$ cat config.mk
export PLATFORM = sky130hd
export DESIGN_NAME = ccpu_top
export DESIGN_NICKNAME = d
export VERILOG_FILES = /design/src/ccpu_pkg.sv /design/src/ccpu_sync.sv /design/src/ccpu_top.sv
export VERILOG_INCLUDE_DIRS = /design/src /design/src/src
export SDC_FILE = /design/constraint.sdc
export NUM_CORES = 1
export LEC_CHECK = 0
export ABC_CLOCK_PERIOD_IN_PS = 2100
export BUFFER_PORTS_ARGS = -buffer_cell sky130_fd_sc_hd__buf_2
export CORE_UTILIZATION = 50
export DETAILED_ROUTE_END_ITERATION = 12
export PLACE_DENSITY = 0.82
export SETUP_SLACK_MARGIN = 0.15
export SYNTH_ARGS = -nofsm -noshare
export SYNTH_HDL_FRONTEND = slang
export SYNTH_SLANG_ARGS = --single-unit
$ cat constraint.sdc
create_clock -name REF_CLK -period 2.1 [get_ports REF_CLK]
set_input_delay 0 -clock REF_CLK [delete_from_list [all_inputs] [get_ports REF_CLK]]
set_output_delay 0 -clock REF_CLK [all_outputs]
set_load 0.01 [all_outputs]
$ cat src/ccpu_params.svh
// constants for the capture/compare/pwm unit
// assumes one 32-bit apb slave, word aligned registers
`ifndef CCPU_PARAMS_SVH
`define CCPU_PARAMS_SVH
`define CCPU_OFS_CONTROL   12'h000
`define CCPU_OFS_VALUE     12'h004
`define CCPU_OFS_STATUS    12'h008
`define CCPU_OFS_PWM       12'h00c
`define CCPU_CTRL_RST      8'h00
`define CCPU_CTRL_MASK     8'h3f
`define CCPU_DUTY_LSB      4
`define CCPU_PRE_4         4'h3
`define CCPU_PRE_16        4'hf
`endif

$ cat src/ccpu_pkg.sv
// types for the capture/compare/pwm unit
// assumes ccpu_params.svh is included by the user
package ccpu_pkg;
   typedef enum logic [1:0] {CCPU_OFF, CCPU_CAP, CCPU_CMP, CCPU_PWM} ccpu_class_t;
endpackage

$ cat src/ccpu_sync.sv
// three-stage pin synchroniser
// assumes an asynchronous single-bit input
`timescale 1ns/1ns
module ccpu_sync (
   input  wire logic REF_CLK,
   input  wire logic RST,
   input  wire logic PIN_IN,
   output logic      PIN_LEVEL
);
   logic [2:0] stage_r;
   logic       level_r;
   always_ff @(posedge REF_CLK) begin
      if (RST) begin
         stage_r <= 3'h0;
         level_r <= 1'b0;
      end else begin
         stage_r <= {stage_r[1:0], PIN_IN};
         if (stage_r[2] == stage_r[1]) begin
            level_r <= stage_r[1];
         end
      end
   end
   assign PIN_LEVEL = level_r;
endmodule

$ cat src/ccpu_top.sv
// capture/compare/pwm unit with apb registers
// assumes external timer one/two counters; pin level fed back from pad
//
// Chosen here: the register addresses and the APB register port.
`timescale 1ns/1ns
`include "ccpu_params.svh"
module ccpu_top
   import ccpu_pkg::*;
#(
   parameter bit IS_SECOND = 1'b0
) (
   input  wire logic        REF_CLK,
   input  wire logic        RST,
   input  wire logic        PSEL,
   input  wire logic        PENABLE,
   input  wire logic        PWRITE,
   input  wire logic [11:0] PADDR,
   input  wire logic [31:0] PWDATA,
   input  wire logic [3:0]  PSTRB,
   output logic      [31:0] PRDATA,
   output logic             PREADY,
   output logic             PSLVERR,
   input  wire logic        UNIT_PIN_IN,
   input  wire logic [15:0] TIMER_ONE_COUNT,
   input  wire logic        TIMER_ONE_TICK,
   input  wire logic [7:0]  TIMER_TWO_COUNT,
   input  wire logic [1:0]  TIMER_TWO_FINE,
   input  wire logic        TIMER_TWO_PERIOD,
   input  wire logic        ADC_ENABLED,
   output logic             UNIT_PIN_OUT,
   output logic             UNIT_PIN_DRIVE,
   output logic             UNIT_EVENT_FLAG,
   output logic             TIMER_ONE_RESET,
   output logic             SPECIAL_TRIGGER,
   output logic             ADC_START
);
   typedef struct packed {
      logic [7:0]  ctrl;
      logic [15:0] value;
      logic        flag;
      logic        pin_prev;
      logic [3:0]  pre;
      logic        cmp_out;
      logic        trig_pend;
      logic [9:0]  duty;
      logic        pwm_out;
      logic        pin_out;
      logic        pin_drive;
      logic        t1_rst;
      logic        trig;
      logic        adc;
      logic [31:0] rdata;
      logic        ready;
      logic        slverr;
   } ccpu_state_t;

   ccpu_state_t st_r;
   ccpu_state_t st_nxt;
   logic        pin_level;

   ccpu_sync u_sync (
      .REF_CLK   (REF_CLK),
      .RST       (RST),
      .PIN_IN    (UNIT_PIN_IN),
      .PIN_LEVEL (pin_level)
   );

   function automatic ccpu_class_t mode_class(input logic [3:0] m);
      if (m[3:2] == 2'b11) begin
         mode_class = CCPU_PWM;
      end else if (m[3:2] == 2'b01) begin
         mode_class = CCPU_CAP;
      end else if (m == 4'h2 || m[3:2] == 2'b10) begin
         mode_class = CCPU_CMP;
      end else begin
         mode_class = CCPU_OFF;
      end
   endfunction

   logic [3:0]  mode;
   ccpu_class_t cls;
   logic        rise;
   logic        fall;
   logic        cap_evt;
   logic        match;
   logic        wr;
   logic        rd_setup;
   logic        flag_set;
   assign mode  = st_r.ctrl[3:0];
   assign cls   = mode_class(mode);
   // edges from synchronised pad level, drive ignored
   assign rise  = pin_level & ~st_r.pin_prev;
   assign fall  = ~pin_level & st_r.pin_prev;
   assign match = (cls == CCPU_CMP) && (st_r.value == TIMER_ONE_COUNT);
   assign wr    = PSEL & PENABLE & PWRITE & st_r.ready;
   assign rd_setup = PSEL & ~PENABLE;

   always_comb begin
      st_nxt = st_r;
      st_nxt.pin_prev = pin_level;
      cap_evt = 1'b0;
      flag_set = 1'b0;
      st_nxt.t1_rst = 1'b0;
      st_nxt.trig = 1'b0;
      st_nxt.adc = 1'b0;
      // capture qualification, counter kept across prescale changes
      if (cls == CCPU_CAP) begin
         case (mode[1:0])
            2'b00: cap_evt = fall;
            2'b01: cap_evt = rise;
            2'b10: begin
               if (rise) begin
                  cap_evt = (st_r.pre[1:0] == 2'(`CCPU_PRE_4));
                  st_nxt.pre = st_r.pre + 4'h1;
               end
            end
            default: begin
               if (rise) begin
                  cap_evt = (st_r.pre == `CCPU_PRE_16);
                  st_nxt.pre = st_r.pre + 4'h1;
               end
            end
         endcase
      end else begin
         st_nxt.pre = 4'h0;
      end
      if (cap_evt) begin
         st_nxt.value = TIMER_ONE_COUNT;
         flag_set = 1'b1;
      end
      // compare actions
      if (match) begin
         flag_set = 1'b1;
         case (mode)
            4'h2: st_nxt.cmp_out = ~st_r.cmp_out;
            4'h8: st_nxt.cmp_out = 1'b1;
            4'h9: st_nxt.cmp_out = 1'b0;
            4'hb: begin
               st_nxt.trig = 1'b1;
               st_nxt.trig_pend = 1'b1;
               st_nxt.adc = IS_SECOND & ADC_ENABLED;
            end
            default: st_nxt.cmp_out = st_r.cmp_out;
         endcase
      end
      // timer reset waits for the next timer tick, cancelled if match lost
      if (st_r.trig_pend) begin
         if (!(mode == 4'hb && st_r.value == TIMER_ONE_COUNT)) begin
            st_nxt.trig_pend = 1'b0;
         end else if (TIMER_ONE_TICK) begin
            st_nxt.t1_rst = 1'b1;
            st_nxt.trig_pend = 1'b0;
         end
      end
      // pwm on timer two, duty latched at period event
      if (cls == CCPU_PWM) begin
         if (TIMER_TWO_PERIOD) begin
            st_nxt.duty = {st_r.value[7:0], st_r.ctrl[`CCPU_DUTY_LSB+1:`CCPU_DUTY_LSB]};
            st_nxt.pwm_out = 1'b1;
         end else if ({TIMER_TWO_COUNT, TIMER_TWO_FINE} >= st_r.duty) begin
            st_nxt.pwm_out = 1'b0;
         end
      end else begin
         st_nxt.pwm_out = 1'b0;
      end
      // pin ownership per mode
      st_nxt.pin_drive = (cls == CCPU_PWM) || (cls == CCPU_CMP && mode != 4'ha && mode != 4'hb);
      st_nxt.pin_out = (cls == CCPU_PWM) ? st_nxt.pwm_out : st_nxt.cmp_out;
      // apb slave, one wait state per transfer
      st_nxt.ready = 1'b0;
      st_nxt.slverr = 1'b0;
      if (PSEL & PENABLE & ~st_r.ready) begin
         st_nxt.ready = 1'b1;
         st_nxt.slverr = ~(PADDR == `CCPU_OFS_CONTROL || PADDR == `CCPU_OFS_VALUE ||
                           PADDR == `CCPU_OFS_STATUS || PADDR == `CCPU_OFS_PWM);
         case (PADDR)
            `CCPU_OFS_CONTROL: st_nxt.rdata = {24'h0, st_r.ctrl & `CCPU_CTRL_MASK};
            `CCPU_OFS_VALUE:   st_nxt.rdata = {16'h0, st_r.value};
            `CCPU_OFS_STATUS:  st_nxt.rdata = {31'h0, st_r.flag};
            `CCPU_OFS_PWM:     st_nxt.rdata = {22'h0, st_r.duty};
            default:           st_nxt.rdata = 32'h0;
         endcase
      end
      if (wr && PADDR == `CCPU_OFS_CONTROL && PSTRB[0]) begin
         st_nxt.ctrl = PWDATA[7:0] & `CCPU_CTRL_MASK;
         if (PWDATA[3:0] == 4'h0) begin
            st_nxt.cmp_out = 1'b0;
            st_nxt.trig_pend = 1'b0;
            st_nxt.pre = 4'h0;
         end
      end
      if (wr && PADDR == `CCPU_OFS_VALUE) begin
         if (PSTRB[0]) begin
            st_nxt.value[7:0] = PWDATA[7:0];
         end
         if (PSTRB[1]) begin
            st_nxt.value[15:8] = PWDATA[15:8];
         end
      end
      if (wr && PADDR == `CCPU_OFS_STATUS && PSTRB[0] && !PWDATA[0]) begin
         st_nxt.flag = 1'b0;
      end
      if (flag_set) begin
         st_nxt.flag = 1'b1; // set beats clear
      end
      if (rd_setup) begin
         st_nxt.rdata = st_r.rdata;
      end
   end

   always_ff @(posedge REF_CLK) begin
      if (RST) begin
         st_r <= '0;
      end else begin
         st_r <= st_nxt;
      end
   end

   assign PRDATA          = st_r.rdata;
   assign PREADY          = st_r.ready;
   assign PSLVERR         = st_r.slverr;
   assign UNIT_PIN_OUT    = st_r.pin_out;
   assign UNIT_PIN_DRIVE  = st_r.pin_drive;
   assign UNIT_EVENT_FLAG = st_r.flag;
   assign TIMER_ONE_RESET = st_r.t1_rst;
   assign SPECIAL_TRIGGER = st_r.trig;
   assign ADC_START       = st_r.adc;

   chk_flag_sticky: assert property (@(posedge REF_CLK) disable iff (RST)
      st_r.flag && !(wr && PADDR == `CCPU_OFS_STATUS) |=> st_r.flag)
      else $error("flag dropped without write");
   chk_capture_value: assert property (@(posedge REF_CLK) disable iff (RST)
      cap_evt |=> st_r.value == $past(TIMER_ONE_COUNT) && st_r.flag)
      else $error("capture value wrong");
   chk_prescale_clear: assert property (@(posedge REF_CLK) disable iff (RST)
      cls != CCPU_CAP |=> st_r.pre == 4'h0)
      else $error("prescaler not cleared");
   chk_reserved_idle: assert property (@(posedge REF_CLK) disable iff (RST)
      (mode == 4'h1 || mode == 4'h3 || mode == 4'h0) |=> !$past(flag_set) && !st_r.pin_drive)
      else $error("reserved mode acted");
   chk_rise_capture: assert property (@(posedge REF_CLK) disable iff (RST)
      mode == 4'h5 && rise |-> cap_evt)
      else $error("rising capture missed");
   chk_toggle_match: assert property (@(posedge REF_CLK) disable iff (RST)
      match && mode == 4'h2 && !wr |=> st_r.cmp_out != $past(st_r.cmp_out))
      else $error("toggle failed");
   chk_set_match: assert property (@(posedge REF_CLK) disable iff (RST)
      match && mode == 4'h8 && !wr |=> st_r.cmp_out && st_r.flag)
      else $error("set on match failed");
   chk_special_trig: assert property (@(posedge REF_CLK) disable iff (RST)
      match && mode == 4'hb |=> st_r.trig && st_r.adc == (IS_SECOND & $past(ADC_ENABLED)))
      else $error("special trigger wrong");
   chk_soft_pin: assert property (@(posedge REF_CLK) disable iff (RST)
      mode == 4'ha && !wr |=> !st_r.pin_drive)
      else $error("pin driven in flag-only mode");
   chk_ctrl_upper: assert property (@(posedge REF_CLK) disable iff (RST)
      st_r.ctrl[7:6] == 2'b00)
      else $error("upper control bits set");
endmodule
Yosys cells after proc, flatten, opt, wreduce, memory -nomap -nowiden --
Index checks and enable logic that the tools add are counted.
Word-level totals: output and inout bits 40, bits in registers 68, word-level logic and storage cells 120, bits of input ports 83
Cells by class: equality and inequality tests 21, mux-type cells 34, bitwise logic cells 18, reduce and logical (&&, ||, !) cells 26, add/sub/neg operators 1, $lt $le $gt $ge 1
Operator list (count):
- one-hot mux 16 bit (4 select lines) | 1
- 2-to-1 mux 16 bit | 2
- == test 12 x 4 -> 1 bit (second input constant) | 2
- == test 16 bit | 1
- == test 4 bit (second input constant) | 4
- 2-to-1 mux 1 bit | 16
- 2-to-1 mux 8 bit | 2
- == test 12 x 3 -> 1 bit (second input constant) | 1
- == test 2 bit (second input constant) | 6
- zero test 12 bit | 1
- 2-to-1 mux 2 bit | 6
- 2-to-1 mux 4 bit | 3
- 2-to-1 mux 6 bit | 2
- inverter 1 bit | 11
- >= comparator 10 bit | 1
- logical AND 1 bit | 10
- != test 4 bit (second input constant) | 2
- AND 1 bit | 7
- == test 2 x 1 -> 1 bit (second input constant) | 3
- one-hot mux 1 bit (3 select lines) | 2
- OR reduction 2 bit | 3
- logical OR 1 bit | 5
- adder 4 x 1 -> 4 bit (second input constant) | 1
- == test 4 x 2 -> 1 bit (second input constant) | 1
- 7 further kinds | 8

Depth between registers and ports, before layout --
Gate-level depths: netlist of the first run.
depth in word-level cells 13, mapped depth 8, gate-level depth less buffers 8

Modules after synthesis --
A second synthesis of the first run with hierarchy kept.
Unflattened totals: cells, all modules 413, area total of the unflattened synthesis 3590.9 um2
Modules (own cells, without submodules):
- ccpu_top | area each 3478.3 um2, instances 1, cells each 403, seq. area each 1261.2 um2
- ccpu_sync | area each 112.6 um2, instances 1, cells each 10, seq. area each 80.1 um2

Least setup slack after synthesis of the first run --
Ideal clock, no wire load.
path type register to register, from register st_r (netlist bit mode[0]), to register st_r[59] (netlist name), data required time 2.014 ns, arrival 1.617 ns, stages on the path, launching flop included 9, buffers on the path 3, library setup time 0.086 ns, period minus slack after synthesis 1.702 ns, path slack 0.398 ns, path through dfxtp_1 -> clkbuf_1 -> mux2i_1 -> a311oi_1 -> o21ai_0 -> buf_4 -> buf_4 -> mux2i_1 -> a211oi_1
Between the ends: word-level cells in the longest chain between the ends 10, elaborated cells between the ends (all ways) 14, those cells by class eq/ne (4); mux (8); reduce/logical (2)
RTL lines:
- start, declared | RTL line ccpu_top.sv:57 | ccpu_state_t st_r;
- start signal, assigned | RTL line ccpu_top.sv:215 | st_r <= st_nxt;
- == test 4 x 2 -> 1 bit | RTL line ccpu_top.sv:73 | end else if (m == 4'h2 || m[3:2] == 2'b10) begin
- logical OR 1 bit | RTL line ccpu_top.sv:73
- 2-to-1 mux 2 bit | RTL line ccpu_top.sv:73
- 2-to-1 mux 2 bit | RTL line ccpu_top.sv:71 | end else if (m[3:2] == 2'b01) begin
- 2-to-1 mux 2 bit | RTL line ccpu_top.sv:69 | if (m[3:2] == 2'b11) begin
- == test 2 x 1 -> 1 bit | RTL line ccpu_top.sv:107 | if (cls == CCPU_CAP) begin
- 2-to-1 mux 1 bit (*) | RTL line ccpu_top.sv:107
- 2-to-1 mux 16 bit (*) | RTL line ccpu_top.sv:127 | if (cap_evt) begin
- 2-to-1 mux 8 bit | RTL line ccpu_top.sv:193 | if (PSTRB[0]) begin
- 2-to-1 mux 16 bit (*) | RTL line ccpu_top.sv:192 | if (wr && PADDR == `CCPU_OFS_VALUE) begin
Mark *: on every way between the ends. The rest lies on a longest branch, timed or not. A chain may end at the register's enable or synchronous reset.

Final worst setup path of the first run --
from register st_r[64] (netlist name), to register st_r[50] (netlist name)
Between the ends: word-level cells in the longest chain between the ends 8, elaborated cells between the ends (all ways) 9, those cells by class eq/ne (1); mux (6); reduce/logical (2)
RTL lines:
- == test 16 bit (*) | RTL line ccpu_top.sv:94, ccpu_top.sv:148
- logical AND 1 bit | RTL line ccpu_top.sv:94 | assign match = (cls == CCPU_CMP) && (st_r.value == TIMER_ONE_COUNT);
- 2-to-1 mux 2 bit | RTL line ccpu_top.sv:132 | if (match) begin
- 2-to-1 mux 1 bit | RTL line ccpu_top.sv:150 | end else if (TIMER_ONE_TICK) begin
- 2-to-1 mux 1 bit | RTL line ccpu_top.sv:148 | if (!(mode == 4'hb && st_r.value == TIMER_ONE_COUNT)) begin
- 2-to-1 mux 1 bit (*) | RTL line ccpu_top.sv:147 | if (st_r.trig_pend) begin
- 2-to-1 mux 6 bit | RTL line ccpu_top.sv:186 | if (PWDATA[3:0] == 4'h0) begin
- 2-to-1 mux 6 bit (*) | RTL line ccpu_top.sv:184 | if (wr && PADDR == `CCPU_OFS_CONTROL && PSTRB[0]) begin
Marked as above.

==> results of run 1 <==
==> timing repair <==
item / CTS / global route
pin swaps: 2 / 1
endpoints found under the hold margin: 24 / 0
gates cloned: 0 / 0
setup endpoints to repair: 1 / 1
resized for setup: 0 / 1
hold buffers: 18 / 0
==> cells in the mapped netlist, types with 2 or more instances <==
| cell type | number | area [um^2] |
|---|---|---|
| a211oi_1 | 17 | 128 |
| a21o_1 | 2 | 15.0 |
| a21oi_1 | 29 | 145 |
| a22oi_1 | 6 | 45.0 |
| and3_1 | 2 | 12.5 |
| and4_1 | 3 | 26.3 |
| buf_1 | 4 | 15.0 |
| buf_2 | 4 | 20.0 |
| buf_4 | 35 | 263 |
| clkbuf_1 | 15 | 56.3 |
| dfxtp_1 | 67 | 1340 |
| ha_1 | 11 | 138 |
| inv_1 | 14 | 52.6 |
| mux2i_1 | 33 | 330 |
| nand2_1 | 37 | 139 |
| nand2b_1 | 2 | 12.5 |
| nand3_1 | 15 | 75.1 |
| nand4_1 | 2 | 12.5 |
| nor2_1 | 47 | 176 |
| nor2b_1 | 6 | 37.5 |
| nor3_1 | 8 | 40.0 |
| nor4_1 | 4 | 25.0 |
| nor4_2 | 5 | 62.6 |
| o21ai_0 | 9 | 45.0 |
| xor2_1 | 18 | 158 |
==> flip-flops by register name, summed over array words and instances, names as in the netlist <==
register and cells:
PRDATA 16, PREADY 1, PSLVERR 1, SPECIAL_TRIGGER 1, TIMER_ONE_RESET 1, UNIT_EVENT_FLAG 1
UNIT_PIN_DRIVE 1, UNIT_PIN_OUT 1, mode 4, st_r 36, u_sync.PIN_LEVEL 1, u_sync.stage_r 3
==> power breakdown <==
group          internal [mW]  total (mW)  leakage [nW]  switching [mW]
Clock                  0.648        1.10         0.104           0.457
Combinational         0.0948       0.208          1.25           0.114
Sequential              1.27        1.28         0.540         0.00152
Total                   2.02        2.59          1.89           0.572
==> cell families (layout without fill, tap and decap cells) <==
logic type	count (synthesis)	count (layout)	synth area share (%)
compound gates	69	69	12.0
mux	35	35	10.2
xor+xnor	19	19	4.68
other cells	1	17	0.105
buf+inv	73	143	11.5
simple gates	139	139	19.8
fa+ha+maj	11	11	3.87
flops	67	67	37.7
==> area by class of cell <==
class / count / area (um^2)
fill: 582 / 2550
timing repair buffer: 112 / 683
tap: 96 / 120
multi-input combinational: 290 / 1870
sequential: 67 / 1340
inverter: 15 / 56.3
clock inverter: 1 / 30.0
clock buffer: 15 / 176
==> cells in the final DEF, fill, tap and decap left out, drive strengths merged, types with 2 or more instances in the layout <==
cell type / Yosys / routed
xor2: 18 / 18
dfxtp: 67 / 67
dlygate4sd3: 0 / 18
a21o: 2 / 2
nand3: 15 / 15
nand4: 3 / 3
nor3: 9 / 9
nor4: 10 / 10
nor2b: 6 / 6
a22oi: 6 / 6
a211oi: 17 / 17
buf: 43 / 94
a21oi: 29 / 29
nor2: 47 / 47
conb: 1 / 17
nand2: 37 / 37
and4: 3 / 3
ha: 11 / 11
nand2b: 2 / 2
clkbuf: 15 / 15
and3: 2 / 2
o21ai: 9 / 9
mux2i: 33 / 33
inv: 15 / 15
==> how the worst max path moves through the flow <==
| stage | from | endpoint | slack [ns] |
|---|---|---|---|
| after global routing | st_r[68] | st_r[50] | 0.18 |
| after global placement | st_r[64] | TIMER_ONE_RESET | 0.22 |
| after CTS | st_r[62] | UNIT_PIN_OUT | 0.20 |
| after floorplan | mode[0] | st_r[59] | 0.40 |
| final | st_r[64] | st_r[50] | 0.25 |
| after detailed placement | st_r[64] | TIMER_ONE_RESET | 0.18 |
==> worst max-delay path: cells and delay by family, from the launching register on <==
family	cells	cell delay, ns
AND/OR/NAND/NOR	3	1.02
XOR/XNOR	1	0.19
AO/OA/AOI/OAI	1	0.19
flip-flops	1	0.37
==> metrics by stage <==
| stage | instances | hold WS [ns] | total power, mW | setup WS [ns] | utilization [%] |
|---|---|---|---|---|---|
| 2_1_floorplan | 430 | 0.128 | 1.42 | 0.398 | - |
| 3_3_place_gp | 562 | 0.208 | 1.48 | 0.224 | 56.9 |
| 3_5_place_dp | 562 | 0.218 | 1.49 | 0.178 | 56.9 |
| 4_1_cts | 596 | 0.0156 | 2.60 | 0.201 | 62.6 |
| 5_1_grt | 596 | 0.0198 | 2.68 | 0.179 | 62.7 |
| 6_report | 596 | 0.0191 | 2.59 | 0.249 | 62.7 |
==> metal layers <==
| layer | wire (um) | up-vias | global-route usage [%] | share of wire [%] |
|---|---|---|---|---|
| met5 | 0 | - | 0 | 0 |
| met4 | 161 | 0 | 10.5 | 2.0 |
| met3 | 461 | 19 | 5.14 | 5.7 |
| met2 | 4090 | 108 | 39.8 | 50 |
| met1 | 3430 | 1418 | 28.2 | 42 |
| li1 | - | 1542 | - | - |
==> results.ini, run 1 <==
[status]
status = finished clean

[worst_setup_path]
rr_endpoint = st_r[50]
r2r_slack_ns = 0.25
timing.rr.start = st_r[64]
endpoint_kind = register
path_max_fanout = 4
startpoint_type = register
arrival_ns = 2.10
cp.required_ns = 2.35
r2r_cells = 5
crit_type = reg2reg
slowest_stage = or4_4
crit_chain = xor2_1 -> nor4_2 -> nand4_1 -> or4_4 -> a211oi_1
max_stage_delay_ns = 0.50

[timing]
finalCritPeriodShare_pct = 88.2
slew_viol_final = 0
rsz0062_at_grt = no
fmax_mhz = 540
hold_viol_final = 0
period_minus_slack_ns = 1.85
finalSetupViolCount = 0
fin_skew_ns = 0.00766
slew_headroom_pct = 58.8
tns_ns = 0
worst_pin_slew_ns = 0.612

[die]
die_h_um = 86.3
die-area_um2 = 7460
rows = 30
initial_utilization_pct = 52.1
dieWidth_um = 86.3
ios = 123
core_um2 = 6830

[clock_tree]
cts_root_buf = clkbuf_8
cts.sink_count = 67
clock_latency_ns = 0.34
h-tree-depth = 3
clk_pin_slew_ns = 0.06
cts_buffers = 9
cts.path.max_buffers = 2
cts_tree = yes
post-cts-setup-buffers = 0

[synth]
ys_ff_latch = 67
synth_area_um2 = 3560
synthesis.instances = 414
ys_seq_area_share_pct = 37.7
synth_edf_count = 0
syn_avg_cell_area_um2 = 8.59
synth-main-ff-cell = dfxtp_1
synth_cell_type_count = 44
yosysWarnings = 0
async_flop_share_pct = 0

[global_route]
grt_usage_pct = 23.3
grt_pass1_vias = 3001
grt_pass1_wl_um = 13500
grt_max_degree = 37
grt_antenna_before_repair = 0
grt_overflow = 0

[hold_path]
hold_start = TIMER_ONE_COUNT[15]
hold_path.class = in2reg
worstHoldEndpoint = st_r[73]
min_path_cells = 3

[route]
first_iter_violations = 211
routed_wl_um = 8150
vias = 3087
via_per_inst = 5.18
antenna_left = 0
wl_per_cell_um = 13.7
drc = 0
drt-pass1-iter-count = 4

[cells_and_area]
diodes = 0
fin_area_um2 = 4280
syn_to_final_growth_pct = 20.3
nets = 589
layout-drive-gt1-share_pct = 24.8

[power_and_ir_drop]
irDropWorstVdd_mv = 0.340
powerDensity_nw_per_um2 = 605
p_leak_nw = 1.89

[place]
gp_congestion = 0.810
dpl_cell_area_um2 = 3890
place_hpwl_um = 6100
io_buffers = 86

[flow_run]
maxCapViolCount = 0

(Power assumes the default switching activity.)
==> run 2, diff against run 1 <==
--- a/config.mk
+++ b/config.mk
@@ -8,9 +8,11 @@
 export LEC_CHECK = 0
 export ABC_CLOCK_PERIOD_IN_PS = 2100
 export BUFFER_PORTS_ARGS = -buffer_cell sky130_fd_sc_hd__buf_2
-export CORE_UTILIZATION = 50
+export CELL_PAD_IN_SITES_DETAIL_PLACEMENT = 0
+export CELL_PAD_IN_SITES_GLOBAL_PLACEMENT = 1
+export CORE_UTILIZATION = 36
 export DETAILED_ROUTE_END_ITERATION = 12
-export PLACE_DENSITY = 0.82
+export PLACE_DENSITY = 0.81
 export SETUP_SLACK_MARGIN = 0.15
 export SYNTH_ARGS = -nofsm -noshare
 export SYNTH_HDL_FRONTEND = slang
==> results.ini, run 2 (synthesis gave the netlist of run 1 again) <==
[timing]
fin_skew_ns = 0.00981  ; +0.00215 ns
rsz0062_at_grt = yes
fmax_mhz = 545  ; +0.81%
worst_pin_slew_ns = 0.565  ; -0.0466 ns
hold_viol_final = 0  ; unchanged
tns_ns = 0  ; unchanged
finalCritPeriodShare_pct = 87.4  ; -0.71 points
slew_viol_final = 0  ; unchanged
finalSetupViolCount = 0  ; unchanged
period_minus_slack_ns = 1.84  ; -0.0149 ns
slew_headroom_pct = 62.0  ; +3.1 points

[worst_setup_path]
cp.required_ns = 2.39  ; +0.04 ns
r2r_cells = 6  ; +1
timing.rr.start = st_r[59]
path_max_fanout = 3  ; -1
rr_endpoint = TIMER_ONE_RESET
startpoint_type = register
r2r_slack_ns = 0.26  ; about the same
arrival_ns = 2.12  ; +0.02 ns
endpoint_kind = register
crit_start = st_r[59]
crit_type = reg2reg

[place]
place_inst = 600  ; +6.8%
io_buffers = 86  ; unchanged
place_hpwl_um = 6470  ; +6.0%
gp_congestion = 0.772  ; -4.7%
dpl_cell_area_um2 = 3970  ; +2.0%

[cells_and_area]
syn_to_final_growth_pct = 23.2
fillers = 949  ; +63%
nets = 595  ; +1.0%
top_register = st_r
mostFrequentLayoutCells = buf_2 (86), dfxtp_1 (64), nor2_1 (47), nand2_1 (37), mux2i_1 (33)
final_common_cell = buf_2
diodes = 0  ; unchanged
fin_area_um2 = 4380  ; +2.4%
fin_util_pct = 46.6  ; -16 points
largest_reg_flops = 36  ; unchanged
fin_cells = 635  ; +6.5%
layout-drive-gt1-share_pct = 27.1  ; +2.3 points

[die]
die_h_um = 101  ; +17%
die-area_um2 = 10300  ; +38%
ios = 123  ; unchanged
core_um2 = 9420  ; +38%
initial_utilization_pct = 37.8  ; -14 points
dieWidth_um = 101  ; +17%
rows = 35  ; +17%

[power_and_ir_drop]
irDropWorstVdd_mv = 0.301  ; -11%
powerDensity_nw_per_um2 = 598  ; -1.1%
p_leak_nw = 1.93  ; +2.0%
total_power_mw = 2.62  ; +1.3%

[status]
status = finished clean

[hold_path]
min_path_cells = 3  ; unchanged
hold_path.class = in2reg
worstHoldEndpoint = st_r[72]
hold_start = TIMER_ONE_COUNT[14]

[clock_tree]
cts.sink_count = 67  ; unchanged
cts_tree = yes
h-tree-depth = 3  ; unchanged
cts_buffers = 9  ; unchanged
cts_root_buf = clkbuf_8
clock_latency_ns = 0.34  ; about the same
clk_pin_slew_ns = 0.08  ; +0.02 ns
cts.path.max_buffers = 2  ; unchanged

[global_route]
grt_max_degree = 32  ; -14%
grt_pass1_wl_um = 14000  ; +3.7%
grt_pass1_vias = 2858  ; -4.8%
grt_usage_pct = 17.8  ; -5.5 points
grt_antenna_before_repair = 0  ; unchanged
grt_overflow = 0  ; unchanged

[route]
routed_wl_um = 8590  ; +5.5%
first_iter_violations = 146  ; -31%
via_per_inst = 4.76  ; -8.1%
drt-pass1-iter-count = 4  ; unchanged
vias = 3021  ; -2.1%
wl_per_cell_um = 13.5  ; -0.99%
antenna_left = 0  ; unchanged
drc = 0  ; unchanged

[flow_run]
maxCapViolCount = 0  ; unchanged

[run 2: cell type report]
class                      instances  area, um^2  share of cell area (%)
multi-input combinational        290        1880                    42.9
tap                              129         161                    3.68
clock inverter                     4        47.5                    1.08
timing repair buffer             118         728                    16.6
clock buffer                      12         165                    3.77
sequential                        67        1350                    30.7
inverter                          15        56.3                    1.28
[run 2: report_power, final]
group	switching (mW)	internal, mW
clock network	0.497	0.642
logic	0.114	0.0949
registers	0.00147	1.27
[run 2: repair_timing]
| action | CTS | global route |
|---|---|---|
| setup buffers | 0 | 1 |
| hold buffers | 18 | 0 |
| setup endpoints to repair | 0 | 4 |
| hold endpoints to repair | 23 | 0 |
| resized for setup | 0 | 5 |
[run 2: through the flow]
step,worst slack [ns],hold slack (ns)
floorplan,0.398,0.128
global placement,0.243,0.210
detailed placement,0.227,0.215
CTS,0.189,0.00758
global route,0.121,0.00946
finish,0.264,0.0121
[run 2: worst max path at each step]
stage,to,cells after the start,slack (ns)
2_1_floorplan,st_r[59],8,0.40
3_3_place_gp,TIMER_ONE_RESET,6,0.24
3_5_place_dp,TIMER_ONE_RESET,6,0.23
4_1_cts,TIMER_ONE_RESET,6,0.19
5_1_grt,TIMER_ONE_RESET,6,0.12
6_report,TIMER_ONE_RESET,6,0.26
[run 2: routing by layer]
metal | global-route usage (%) | vias to the layer above | wire [um]
li1 | - | 1553 | -
met1 | 22.5 | 1370 | 3810
met2 | 29.5 | 86 | 4040
met3 | 4.49 | 12 | 536
met4 | 6.47 | 0 | 202
met5 | 0 | - | 0
[run 2: worst max-delay path: stages (launching register included)]
cell and delay [ns]:
dfxtp_1 0.32, xor2_1 0.16, nor4_2 0.30, nand4_1 0.25
or4_4 0.55, inv_2 0.06, and3_1 0.14
